`src/rtl/scr_pkg.sv`:
```
// Shared constants of the system-call interpreter and its caller
package scr_pkg;
	// Argument word fields
	localparam int OPC_MSB = 31;
	localparam int OPC_LSB = 24;
	localparam int TYPE_MSB = 7;
	localparam int TYPE_LSB = 1;
	localparam int INLINE_BIT = 0;
	localparam int BLOCK_MSB = 15;
	localparam int BLOCK_LSB = 8;
	localparam int STALL_BIT = 2;
	localparam int HV_BIT = 1;
	localparam int STAT_MSB = 31;
	localparam int STAT_LSB = 28;
	// Opcodes and field values
	localparam logic [7:0] OPC_RESET = 8'h1B;
	localparam logic [7:0] OPC_ERASE_ROW = 8'h1C;
	localparam logic [6:0] TYPE_SYSTEM = 7'h00;
	localparam logic [6:0] TYPE_APP_CORE = 7'h01;
	localparam logic [7:0] BLOCK_ON = 8'h01;
	localparam logic [31:0] ROW_ADDR_OFS = 32'h0000_0004;
	// Result codes
	localparam logic [3:0] STAT_OK = 4'hA;
	localparam logic [3:0] STAT_ERR = 4'hF;
	localparam logic [27:0] ERR_NONE = 28'h000_0000;
	localparam logic [27:0] ERR_OPCODE = 28'h000_0001;
	localparam logic [27:0] ERR_TYPE = 28'h000_0002;
	localparam logic [27:0] ERR_BUSY = 28'h000_0003;
	localparam logic [27:0] ERR_INLINE = 28'h000_0004;
	// Caller register map (APB byte offsets)
	localparam logic [7:0] A_CTRL = 8'h00;
	localparam logic [7:0] A_ARG = 8'h04;
	localparam logic [7:0] A_RESULT = 8'h08;
	localparam logic [7:0] A_STATUS = 8'h0C;
	localparam logic [7:0] A_IRQ_STAT = 8'h10;
	localparam logic [7:0] A_IRQ_MASK = 8'h14;
	localparam logic [7:0] A_PB_BASE = 8'h20;
	localparam int CTRL_GO = 0;
	localparam int CTRL_PTR_MODE = 1;
	localparam int IRQ_DONE = 0;
	localparam int IRQ_ERR = 1;
	localparam logic [31:0] RESET_WORD = 32'h0000_0000;
endpackage

```
`src/rtl/scr_if.sv`:
```
// Link between a caller and the system-call interpreter
`timescale 1ns/1ns
`default_nettype none
interface scr_if;
	logic call_go;
	logic [31:0] arg_wdata;
	logic [31:0] arg_rdata;
	logic busy;
	logic done;
	logic mem_req;
	logic mem_we;
	logic [31:0] mem_addr;
	logic [31:0] mem_wdata;
	logic [31:0] mem_rdata;
	logic mem_ack;

	modport device (
		input call_go, arg_wdata, mem_rdata, mem_ack,
		output arg_rdata, busy, done, mem_req, mem_we, mem_addr, mem_wdata
	);
	modport caller (
		output call_go, arg_wdata, mem_rdata, mem_ack,
		input arg_rdata, busy, done, mem_req, mem_we, mem_addr, mem_wdata
	);
endinterface
`default_nettype wire

```
`src/rtl/scr_interp.sv`:
```
// System-call interpreter: reset and flash row-erase services
//
// Behaviour
// Reset service raises system reset request bit
// System reset spares the debug logic
// Type bits 7:1 pick system or app core
// Debug caller sends opcode inline, bit0 set
// Core caller passes word-aligned parameter block pointer
// Pointer call: opcode, type from block; ignore bit0
// Result: status 31:28, error 27:0
// Inline result to argument word, else block
// Opcode 1C erases one row, 23:16 ignored
// Bits 15:8 equal 01 make call blocking
// Bit2 stalls all flash reads during erase
// Bit1 selects hardware high-voltage sequencing
// Word 0x04 addresses any byte of row
// Caller raises supply above 0.99 V first
// Caller orders voltage select around flash writes
// Unknown opcode returns error, does nothing
`timescale 1ns/1ns
`default_nettype none
module scr_interp #(
	parameter int ROW_AW = 9
) (
	// Clock and reset
	input wire logic pclk,
	input wire logic presetn,
	// Caller link
	scr_if.device lnk,
	// Reset requests
	output logic sys_reset_req,
	output logic app_core_reset_req,
	// Flash row erase
	output logic erase_start,
	output logic [31:0] erase_addr,
	output logic erase_hw_hv,
	input wire logic erase_done,
	output logic flash_read_stall,
	output logic control_core_stall
);
	typedef enum logic [2:0] {
		ST_IDLE,
		ST_RD0,
		ST_DECODE,
		ST_RD1,
		ST_WAIT,
		ST_REPORT
	} scr_state_e;

	typedef enum logic [1:0] {
		RK_NONE,
		RK_SYSTEM,
		RK_APP
	} scr_rst_kind_e;

	scr_state_e state_reg;
	scr_rst_kind_e rst_kind_reg;
	logic [31:0] ipc_reg;
	logic [31:0] word0_reg;
	logic [31:0] ptr_reg;
	logic inline_reg;
	logic [31:0] result_reg;
	logic blocking_reg;
	logic stall_reg;
	logic hv_reg;
	logic [31:0] erase_addr_reg;
	logic erase_active_reg;
	logic report_fin;
	logic erase_go;
	logic [7:0] opcode;
	logic [6:0] rst_type;

	assign opcode = word0_reg[scr_pkg::OPC_MSB:scr_pkg::OPC_LSB];
	// Bit 0 is never part of the type field
	assign rst_type = word0_reg[scr_pkg::TYPE_MSB:scr_pkg::TYPE_LSB];
	assign report_fin = (state_reg == ST_REPORT) && (inline_reg || lnk.mem_ack);
	assign erase_go = (state_reg == ST_RD1) && lnk.mem_ack;

	// Parameter block access
	assign lnk.mem_req = (state_reg == ST_RD0) || (state_reg == ST_RD1)
		|| ((state_reg == ST_REPORT) && !inline_reg);
	assign lnk.mem_we = (state_reg == ST_REPORT);
	assign lnk.mem_addr = (state_reg == ST_RD1) ? ptr_reg + scr_pkg::ROW_ADDR_OFS : ptr_reg;
	assign lnk.mem_wdata = result_reg;
	assign lnk.busy = (state_reg != ST_IDLE);
	assign lnk.done = report_fin;
	assign lnk.arg_rdata = ipc_reg;

	// Command sequencing
	always_ff @(posedge pclk or negedge presetn) begin
		if (!presetn) begin
			state_reg <= ST_IDLE;
			rst_kind_reg <= RK_NONE;
			word0_reg <= scr_pkg::RESET_WORD;
			ptr_reg <= scr_pkg::RESET_WORD;
			inline_reg <= 1'b0;
			result_reg <= scr_pkg::RESET_WORD;
			blocking_reg <= 1'b0;
			stall_reg <= 1'b0;
			hv_reg <= 1'b0;
			erase_addr_reg <= scr_pkg::RESET_WORD;
		end else begin
			case (state_reg)
				ST_IDLE: begin
					if (lnk.call_go) begin
						rst_kind_reg <= RK_NONE;
						inline_reg <= lnk.arg_wdata[scr_pkg::INLINE_BIT];
						word0_reg <= lnk.arg_wdata;
						ptr_reg <= {lnk.arg_wdata[31:2], 2'b00};
						if (lnk.arg_wdata[scr_pkg::INLINE_BIT]) begin
							state_reg <= ST_DECODE;
						end else begin
							state_reg <= ST_RD0;
						end
					end
				end
				ST_RD0: begin
					if (lnk.mem_ack) begin
						word0_reg <= lnk.mem_rdata;
						state_reg <= ST_DECODE;
					end
				end
				ST_DECODE: begin
					case (opcode)
						scr_pkg::OPC_RESET: begin
							state_reg <= ST_REPORT;
							if (rst_type == scr_pkg::TYPE_SYSTEM) begin
								rst_kind_reg <= RK_SYSTEM;
								result_reg <= {scr_pkg::STAT_OK, scr_pkg::ERR_NONE};
							end else if (rst_type == scr_pkg::TYPE_APP_CORE) begin
								rst_kind_reg <= RK_APP;
								result_reg <= {scr_pkg::STAT_OK, scr_pkg::ERR_NONE};
							end else begin
								result_reg <= {scr_pkg::STAT_ERR, scr_pkg::ERR_TYPE};
							end
						end
						scr_pkg::OPC_ERASE_ROW: begin
							// Bits 23:16 are not looked at
							if (inline_reg) begin
								result_reg <= {scr_pkg::STAT_ERR, scr_pkg::ERR_INLINE};
								state_reg <= ST_REPORT;
							end else if (erase_active_reg) begin
								result_reg <= {scr_pkg::STAT_ERR, scr_pkg::ERR_BUSY};
								state_reg <= ST_REPORT;
							end else begin
								blocking_reg <= (word0_reg[scr_pkg::BLOCK_MSB:scr_pkg::BLOCK_LSB]
									== scr_pkg::BLOCK_ON);
								stall_reg <= word0_reg[scr_pkg::STALL_BIT];
								hv_reg <= word0_reg[scr_pkg::HV_BIT];
								state_reg <= ST_RD1;
							end
						end
						default: begin
							result_reg <= {scr_pkg::STAT_ERR, scr_pkg::ERR_OPCODE};
							state_reg <= ST_REPORT;
						end
					endcase
				end
				ST_RD1: begin
					if (lnk.mem_ack) begin
						// Whole containing row
						erase_addr_reg <= {lnk.mem_rdata[31:ROW_AW], {ROW_AW{1'b0}}};
						if (blocking_reg) begin
							state_reg <= ST_WAIT;
						end else begin
							result_reg <= {scr_pkg::STAT_OK, scr_pkg::ERR_NONE};
							state_reg <= ST_REPORT;
						end
					end
				end
				ST_WAIT: begin
					if (erase_done) begin
						result_reg <= {scr_pkg::STAT_OK, scr_pkg::ERR_NONE};
						state_reg <= ST_REPORT;
					end
				end
				ST_REPORT: begin
					if (report_fin) begin
						state_reg <= ST_IDLE;
					end
				end
				default: begin
					state_reg <= ST_IDLE;
				end
			endcase
		end
	end

	// Argument word: written by caller, result for inline calls
	always_ff @(posedge pclk or negedge presetn) begin
		if (!presetn) begin
			ipc_reg <= scr_pkg::RESET_WORD;
		end else if (lnk.call_go && state_reg == ST_IDLE) begin
			ipc_reg <= lnk.arg_wdata;
		end else if (report_fin && inline_reg) begin
			ipc_reg <= result_reg;
		end
	end

	// Reset requests follow the reported result
	always_ff @(posedge pclk or negedge presetn) begin
		if (!presetn) begin
			sys_reset_req <= 1'b0;
			app_core_reset_req <= 1'b0;
		end else begin
			// Debug logic sits outside this request's reach
			sys_reset_req <= report_fin && (rst_kind_reg == RK_SYSTEM);
			app_core_reset_req <= report_fin && (rst_kind_reg == RK_APP);
		end
	end

	// Erase launch and tracking
	always_ff @(posedge pclk or negedge presetn) begin
		if (!presetn) begin
			erase_start <= 1'b0;
			erase_active_reg <= 1'b0;
		end else begin
			erase_start <= erase_go;
			if (erase_go) begin
				erase_active_reg <= 1'b1;
			end else if (erase_done) begin
				erase_active_reg <= 1'b0;
			end
		end
	end

	assign erase_addr = erase_addr_reg;
	assign erase_hw_hv = hv_reg;
	assign flash_read_stall = erase_active_reg && stall_reg;
	assign control_core_stall = (state_reg == ST_WAIT);
endmodule
`default_nettype wire

```
`src/flat_wrapper.sv`:
```
// flat-port wrapper written by rule: the top's interface ports become plain ports
module scr_interp_flat 
#(
	parameter int ROW_AW = 9
)
  (pclk, presetn, sys_reset_req, app_core_reset_req, erase_start, erase_addr, erase_hw_hv, erase_done, flash_read_stall, control_core_stall, lnk_call_go, lnk_arg_wdata, lnk_mem_rdata, lnk_mem_ack, lnk_arg_rdata, lnk_busy, lnk_done, lnk_mem_req, lnk_mem_we, lnk_mem_addr, lnk_mem_wdata);
  scr_if lnk_i ();
  input wire logic pclk;
  input wire logic presetn;
  output logic sys_reset_req;
  output logic app_core_reset_req;
  output logic erase_start;
  output logic [31:0] erase_addr;
  output logic erase_hw_hv;
  input wire logic erase_done;
  output logic flash_read_stall;
  output logic control_core_stall;
  input wire logic [$bits(lnk_i.call_go)-1:0] lnk_call_go;
  input wire logic [$bits(lnk_i.arg_wdata)-1:0] lnk_arg_wdata;
  input wire logic [$bits(lnk_i.mem_rdata)-1:0] lnk_mem_rdata;
  input wire logic [$bits(lnk_i.mem_ack)-1:0] lnk_mem_ack;
  output wire logic [$bits(lnk_i.arg_rdata)-1:0] lnk_arg_rdata;
  output wire logic [$bits(lnk_i.busy)-1:0] lnk_busy;
  output wire logic [$bits(lnk_i.done)-1:0] lnk_done;
  output wire logic [$bits(lnk_i.mem_req)-1:0] lnk_mem_req;
  output wire logic [$bits(lnk_i.mem_we)-1:0] lnk_mem_we;
  output wire logic [$bits(lnk_i.mem_addr)-1:0] lnk_mem_addr;
  output wire logic [$bits(lnk_i.mem_wdata)-1:0] lnk_mem_wdata;
  assign lnk_i.call_go = lnk_call_go;
  assign lnk_i.arg_wdata = lnk_arg_wdata;
  assign lnk_i.mem_rdata = lnk_mem_rdata;
  assign lnk_i.mem_ack = lnk_mem_ack;
  assign lnk_arg_rdata = lnk_i.arg_rdata;
  assign lnk_busy = lnk_i.busy;
  assign lnk_done = lnk_i.done;
  assign lnk_mem_req = lnk_i.mem_req;
  assign lnk_mem_we = lnk_i.mem_we;
  assign lnk_mem_addr = lnk_i.mem_addr;
  assign lnk_mem_wdata = lnk_i.mem_wdata;
  scr_interp #(.ROW_AW(ROW_AW)) u_core (.pclk(pclk), .presetn(presetn), .lnk(lnk_i), .sys_reset_req(sys_reset_req), .app_core_reset_req(app_core_reset_req), .erase_start(erase_start), .erase_addr(erase_addr), .erase_hw_hv(erase_hw_hv), .erase_done(erase_done), .flash_read_stall(flash_read_stall), .control_core_stall(control_core_stall));
endmodule
```
`config.mk`:
```
export PLATFORM = sky130hd
export DESIGN_NAME = scr_interp_flat
export DESIGN_NICKNAME = d
export VERILOG_FILES = /design/src/rtl/scr_pkg.sv /design/src/rtl/scr_if.sv /design/src/rtl/scr_interp.sv /design/src/flat_wrapper.sv
export SDC_FILE = /design/constraint.sdc
export NUM_CORES = 1
export LEC_CHECK = 0
export BUFFER_PORTS_ARGS = -buffer_cell sky130_fd_sc_hd__buf_2
export CORE_MARGIN = 2
export CORE_UTILIZATION = 50
export CTS_CLUSTER_DIAMETER = 40
export DETAILED_ROUTE_END_ITERATION = 10
export GPL_TIMING_DRIVEN = 0
export PLACE_DENSITY_LB_ADDON = 0.3
export SYNTH_ARGS = -nofsm -noshare
export SYNTH_HDL_FRONTEND = slang
export SYNTH_SLANG_ARGS = --single-unit
export TNS_END_PERCENT = 10
```
`constraint.sdc`:
```
create_clock -name pclk -period 1.8 [get_ports pclk]
set_input_delay 0.09 -clock pclk [delete_from_list [all_inputs] [get_ports pclk]]
set_output_delay 0.09 -clock pclk [all_outputs]
set_load 0.05 [all_outputs]
```
==> results.py <==
metrics = {
    "sta": {
        "period_minus_slack_ns": 2.22,
        "setup_violations": 115,
        "grt_setup_unrepaired": "yes",
        "maxSlewHeadroom_pct": 56.5,
        "worst_slew_pin_slew_ns": 0.649,
        "fmax_ghz": 0.450,
        "holdWs_ns": 0.0621,
        "hold_viol": 0,
        "min_period_over_period_pct": 124,
        "final_max_slew_viol_count": 0,
        "fin_ws_ns": -0.424,
        "finalClockSkew_ns": 0.00597,
    },
    "hold_path": {
        "hold_end": "u_core.state_reg[1]",
        "whs_path_depth": 2,
        "hold_start": "lnk_mem_ack",
        "hp-class": "input port to flop",
    },
    "clocking": {
        "cts.clk_slew.worst_paths_ns": 0.06,
        "numClockSinks": 126,
        "clk_root_buffer_cell": "clkbuf_16",
        "cts_tree": "yes",
        "cts_buffer_depth": 2,
        "numCtsBuffers": 17,
        "insertion_delay_ns": 0.41,
        "h-tree-depth": 4,
    },
    "pwr": {
        "leakagePower_nw": 4.86,
        "max-vdd-ir-drop_v": 0.00132,
        "p_per_area_mw_per_mm2": 1970,
        "fin_total_pwr_mw": 18.6,
    },
    "drt": {
        "drt-initial-drc-count": 419,
        "post_drt_wl_per_cell_um": 17.0,
        "drcViolationCount": 0,
        "wl_mm": 18.8,
        "num_vias": 5703,
        "first_pass_iters": 5,
        "antenna_left": 0,
        "viasPerCell": 5.16,
    },
    "critical_path": {
        "cp_slowest_cell": "dfrtp_2",
        "critPathKind": "flop to output port",
        "critPathLaunchType": "flop",
        "cp_max_fo": 5,
        "worstPathCellList": "buf_6 > nand4b_4 > nor3_4 > buf_6 > nand4_1 > xnor2_4 > buf_6",
        "r2r_slack_ns": -0.25,
        "cp_data_required_time_ns": 1.71,
        "crit_path_end_kind": "output port",
        "r2r-start": "u_core.state_reg[2]",
        "r2r-end": "u_core.word0_reg[5]",
        "rr_worst_depth": 7,
        "worstPathArrival_ns": 2.13,
        "critical-path-top-delay-family": "simple AND/OR/NAND/NOR gates",
        "crit_top_cell": "buf_6",
        "critPathMaxStageDelay_ns": 0.42,
        "worst-path-buf-inv": 3,
    },
    "placed_design": {
        "gp_congestion": 0.901,
        "hpwlAfterDp_mm": 12.4,
        "portBuffers": 168,
    },
    "global_routing": {
        "grt_usage_pct": 29.4,
        "grt-ovfl-total": 0,
        "grt_pass1_wl_mm": 29.8,
        "antenna_found_initial": 0,
        "grt_max_degree": 65,
        "first_global_vias": 5888,
    },
    "logic_synthesis": {
        "syn_area_mm2": 0.00620,
        "synth_top_area_share_pct": 50.8,
        "yosys.area.top_type": "dfrtp_1",
        "synth_edf_count": 0,
        "ys_ff_latch": 126,
        "ys_warn_count": 0,
        "synth_ff_type": "dfrtp_1",
        "async_flop_share_pct": 100,
        "syn_avg_cell_area_um2": 10.0,
        "ys_seq_area_share_pct": 50.8,
        "ys_types": 61,
        "synthCells": 618,
        "synth_area_leaders": "dfrtp_1 51%, nand2_1 9.8%, buf_4 5.3%",
    },
    "run": {
        "maxCapViolCount": 0,
    },
    "cells_and_area": {
        "antenna_cells": 0,
        "syn_to_final_growth_pct": 51.9,
        "fin_nets": 995,
        "finish.utilization_pct": 78.1,
        "largest_register_ffs": 32,
        "drive_gt1_share_pct": 37.2,
    },
    "die": {
        "initial_utilization_pct": 51.4,
        "die-area_mm2": 0.0133,
        "dieHeight_um": 115,
        "dieWidth_um": 115,
        "ioPinCount": 207,
        "row_count": 40,
        "core_area_mm2": 0.0121,
    },
    "outcome": {
        "failed_checks": "setup timing",
        "outcome": "complete, but fails checks",
    },
}
-- report_power, final --
group | leakage [nW] | internal (mW) | switching (mW) | total [mW]
logic | 3.00 | 3.25 | 6.58 | 9.83
registers | 1.57 | 4.09 | 1.01 | 5.09
clock network | 0.300 | 2.36 | 1.29 | 3.65
-- cell usage in the layout (no fill, tap or decap), types with 3 or more instances in the layout --
cell and n:
nand2_1 161, buf_2 141, dfrtp_1 120, buf_4 65
dlygate4sd3_1 65, buf_6 42, conb_1 36, mux2i_1 26
o21ai_1 25, xnor2_2 20, mux2_1 20, clkbuf_16 17
o21ai_0 15, nand3_1 13, nand4_1 12, nor2_1 10
inv_1 9, a22o_1 9, a21oi_1 7, and2_1 6
dfrtp_2 6, nor3_1 5, mux2_2 5, and3_1 4
nor4_1 4, clkbuf_4 4, bufinv_16 4, xor2_2 3
xnor2_1 3, nand3b_1 3, nor3b_1 3, clkbuf_1 3
nor2b_1 3, clkinvlp_4 3
-- Yosys cell counts, types with 4 or more instances --
cell        n
a21oi_1     7
a22o_1      9
and2_1      6
and3_1      5
buf_2      14
buf_4      44
clkbuf_1   11
dfrtp_1   126
inv_1       9
mux2_1     20
mux2_2      5
mux2i_1    26
nand2_1   162
nand3_1    15
nand4_1    12
nor2_1     11
nor3_1      5
nor4_1      4
o21ai_0    16
o21ai_1    25
xnor2_1    25
xor2_1      4
-- layer usage --
layer,track usage (%),share of wire [%],up-vias
met4,12.8,2.1,0
met5,0,0,-
li1,-,-,2651
met1,36.2,40,2743
met2,48.7,50,275
met3,7.96,7.7,34
-- cells by family after synthesis --
| logic type | count (synthesis) | share of synthesized area [%] |
|---|---|---|
| AO/OA/AOI/OAI | 69 | 6.74 |
| buffers and inverters | 79 | 7.85 |
| XOR/XNOR | 29 | 4.10 |
| other | 1 | 0.0605 |
| multiplexers | 53 | 9.22 |
| adder cells (fa/ha/maj) | 1 | 0.202 |
| AND/OR/NAND/NOR | 260 | 21.0 |
| flip-flops | 126 | 50.8 |
-- per-stage QoR --
step,setup TNS [ns],std cells,setup WS (ns),area [um^2]
final,-18.59,1106,-0.424,9420
after global routing,-29.27,1106,-0.538,9420
after CTS,-12.85,1103,-0.516,9350
after detailed placement,-11.47,990,-0.370,7630
after global placement,-126.32,989,-0.945,7600
after floorplan,-2.07,653,-0.179,6550
-- cell type report --
type | instances | area (um^2)
fill | 764 | 2640
sequential | 126 | 3160
tap | 168 | 210
clock buffer | 19 | 443
timing repair buffer | 253 | 1880
multi-input combinational | 448 | 2970
clock inverter | 13 | 188
inverter | 9 | 33.8
buffer | 70 | 534
-- worst max-delay path by stage --
stage                                   start                        to  slack, ns  cells past startpoint
after global routing      u_core.state_reg[2]          lnk_mem_addr[23]      -0.54                      7
after floorplan           u_core.state_reg[0]   u_core.lnk.mem_wdata[2]      -0.18                      5
after detailed placement  u_core.state_reg[2]          lnk_mem_addr[23]      -0.37                      7
after global placement                presetn  u_core.lnk.arg_rdata[22]      -0.94                      1
final                     u_core.state_reg[2]          lnk_mem_addr[23]      -0.42                      7
after CTS                 u_core.state_reg[2]          lnk_mem_addr[23]      -0.52                      7
-- what timing repair did --
action	in CTS	in global routing
setup endpoints to repair	132	137
setup buffers	15	3
pin swaps	14	17
cloned	1	0
hold buffers	65	0
resized for setup	105	18
endpoints found under the hold margin	171	0
-- worst reg2reg max path, delay by kind of cell (launching register included) --
kind,cells,cell delay (ns)
simple gates,2,0.67
buf+inv,3,0.56
flops,1,0.42
compound gates,2,0.27
Power figures use the tool's default switching activity.
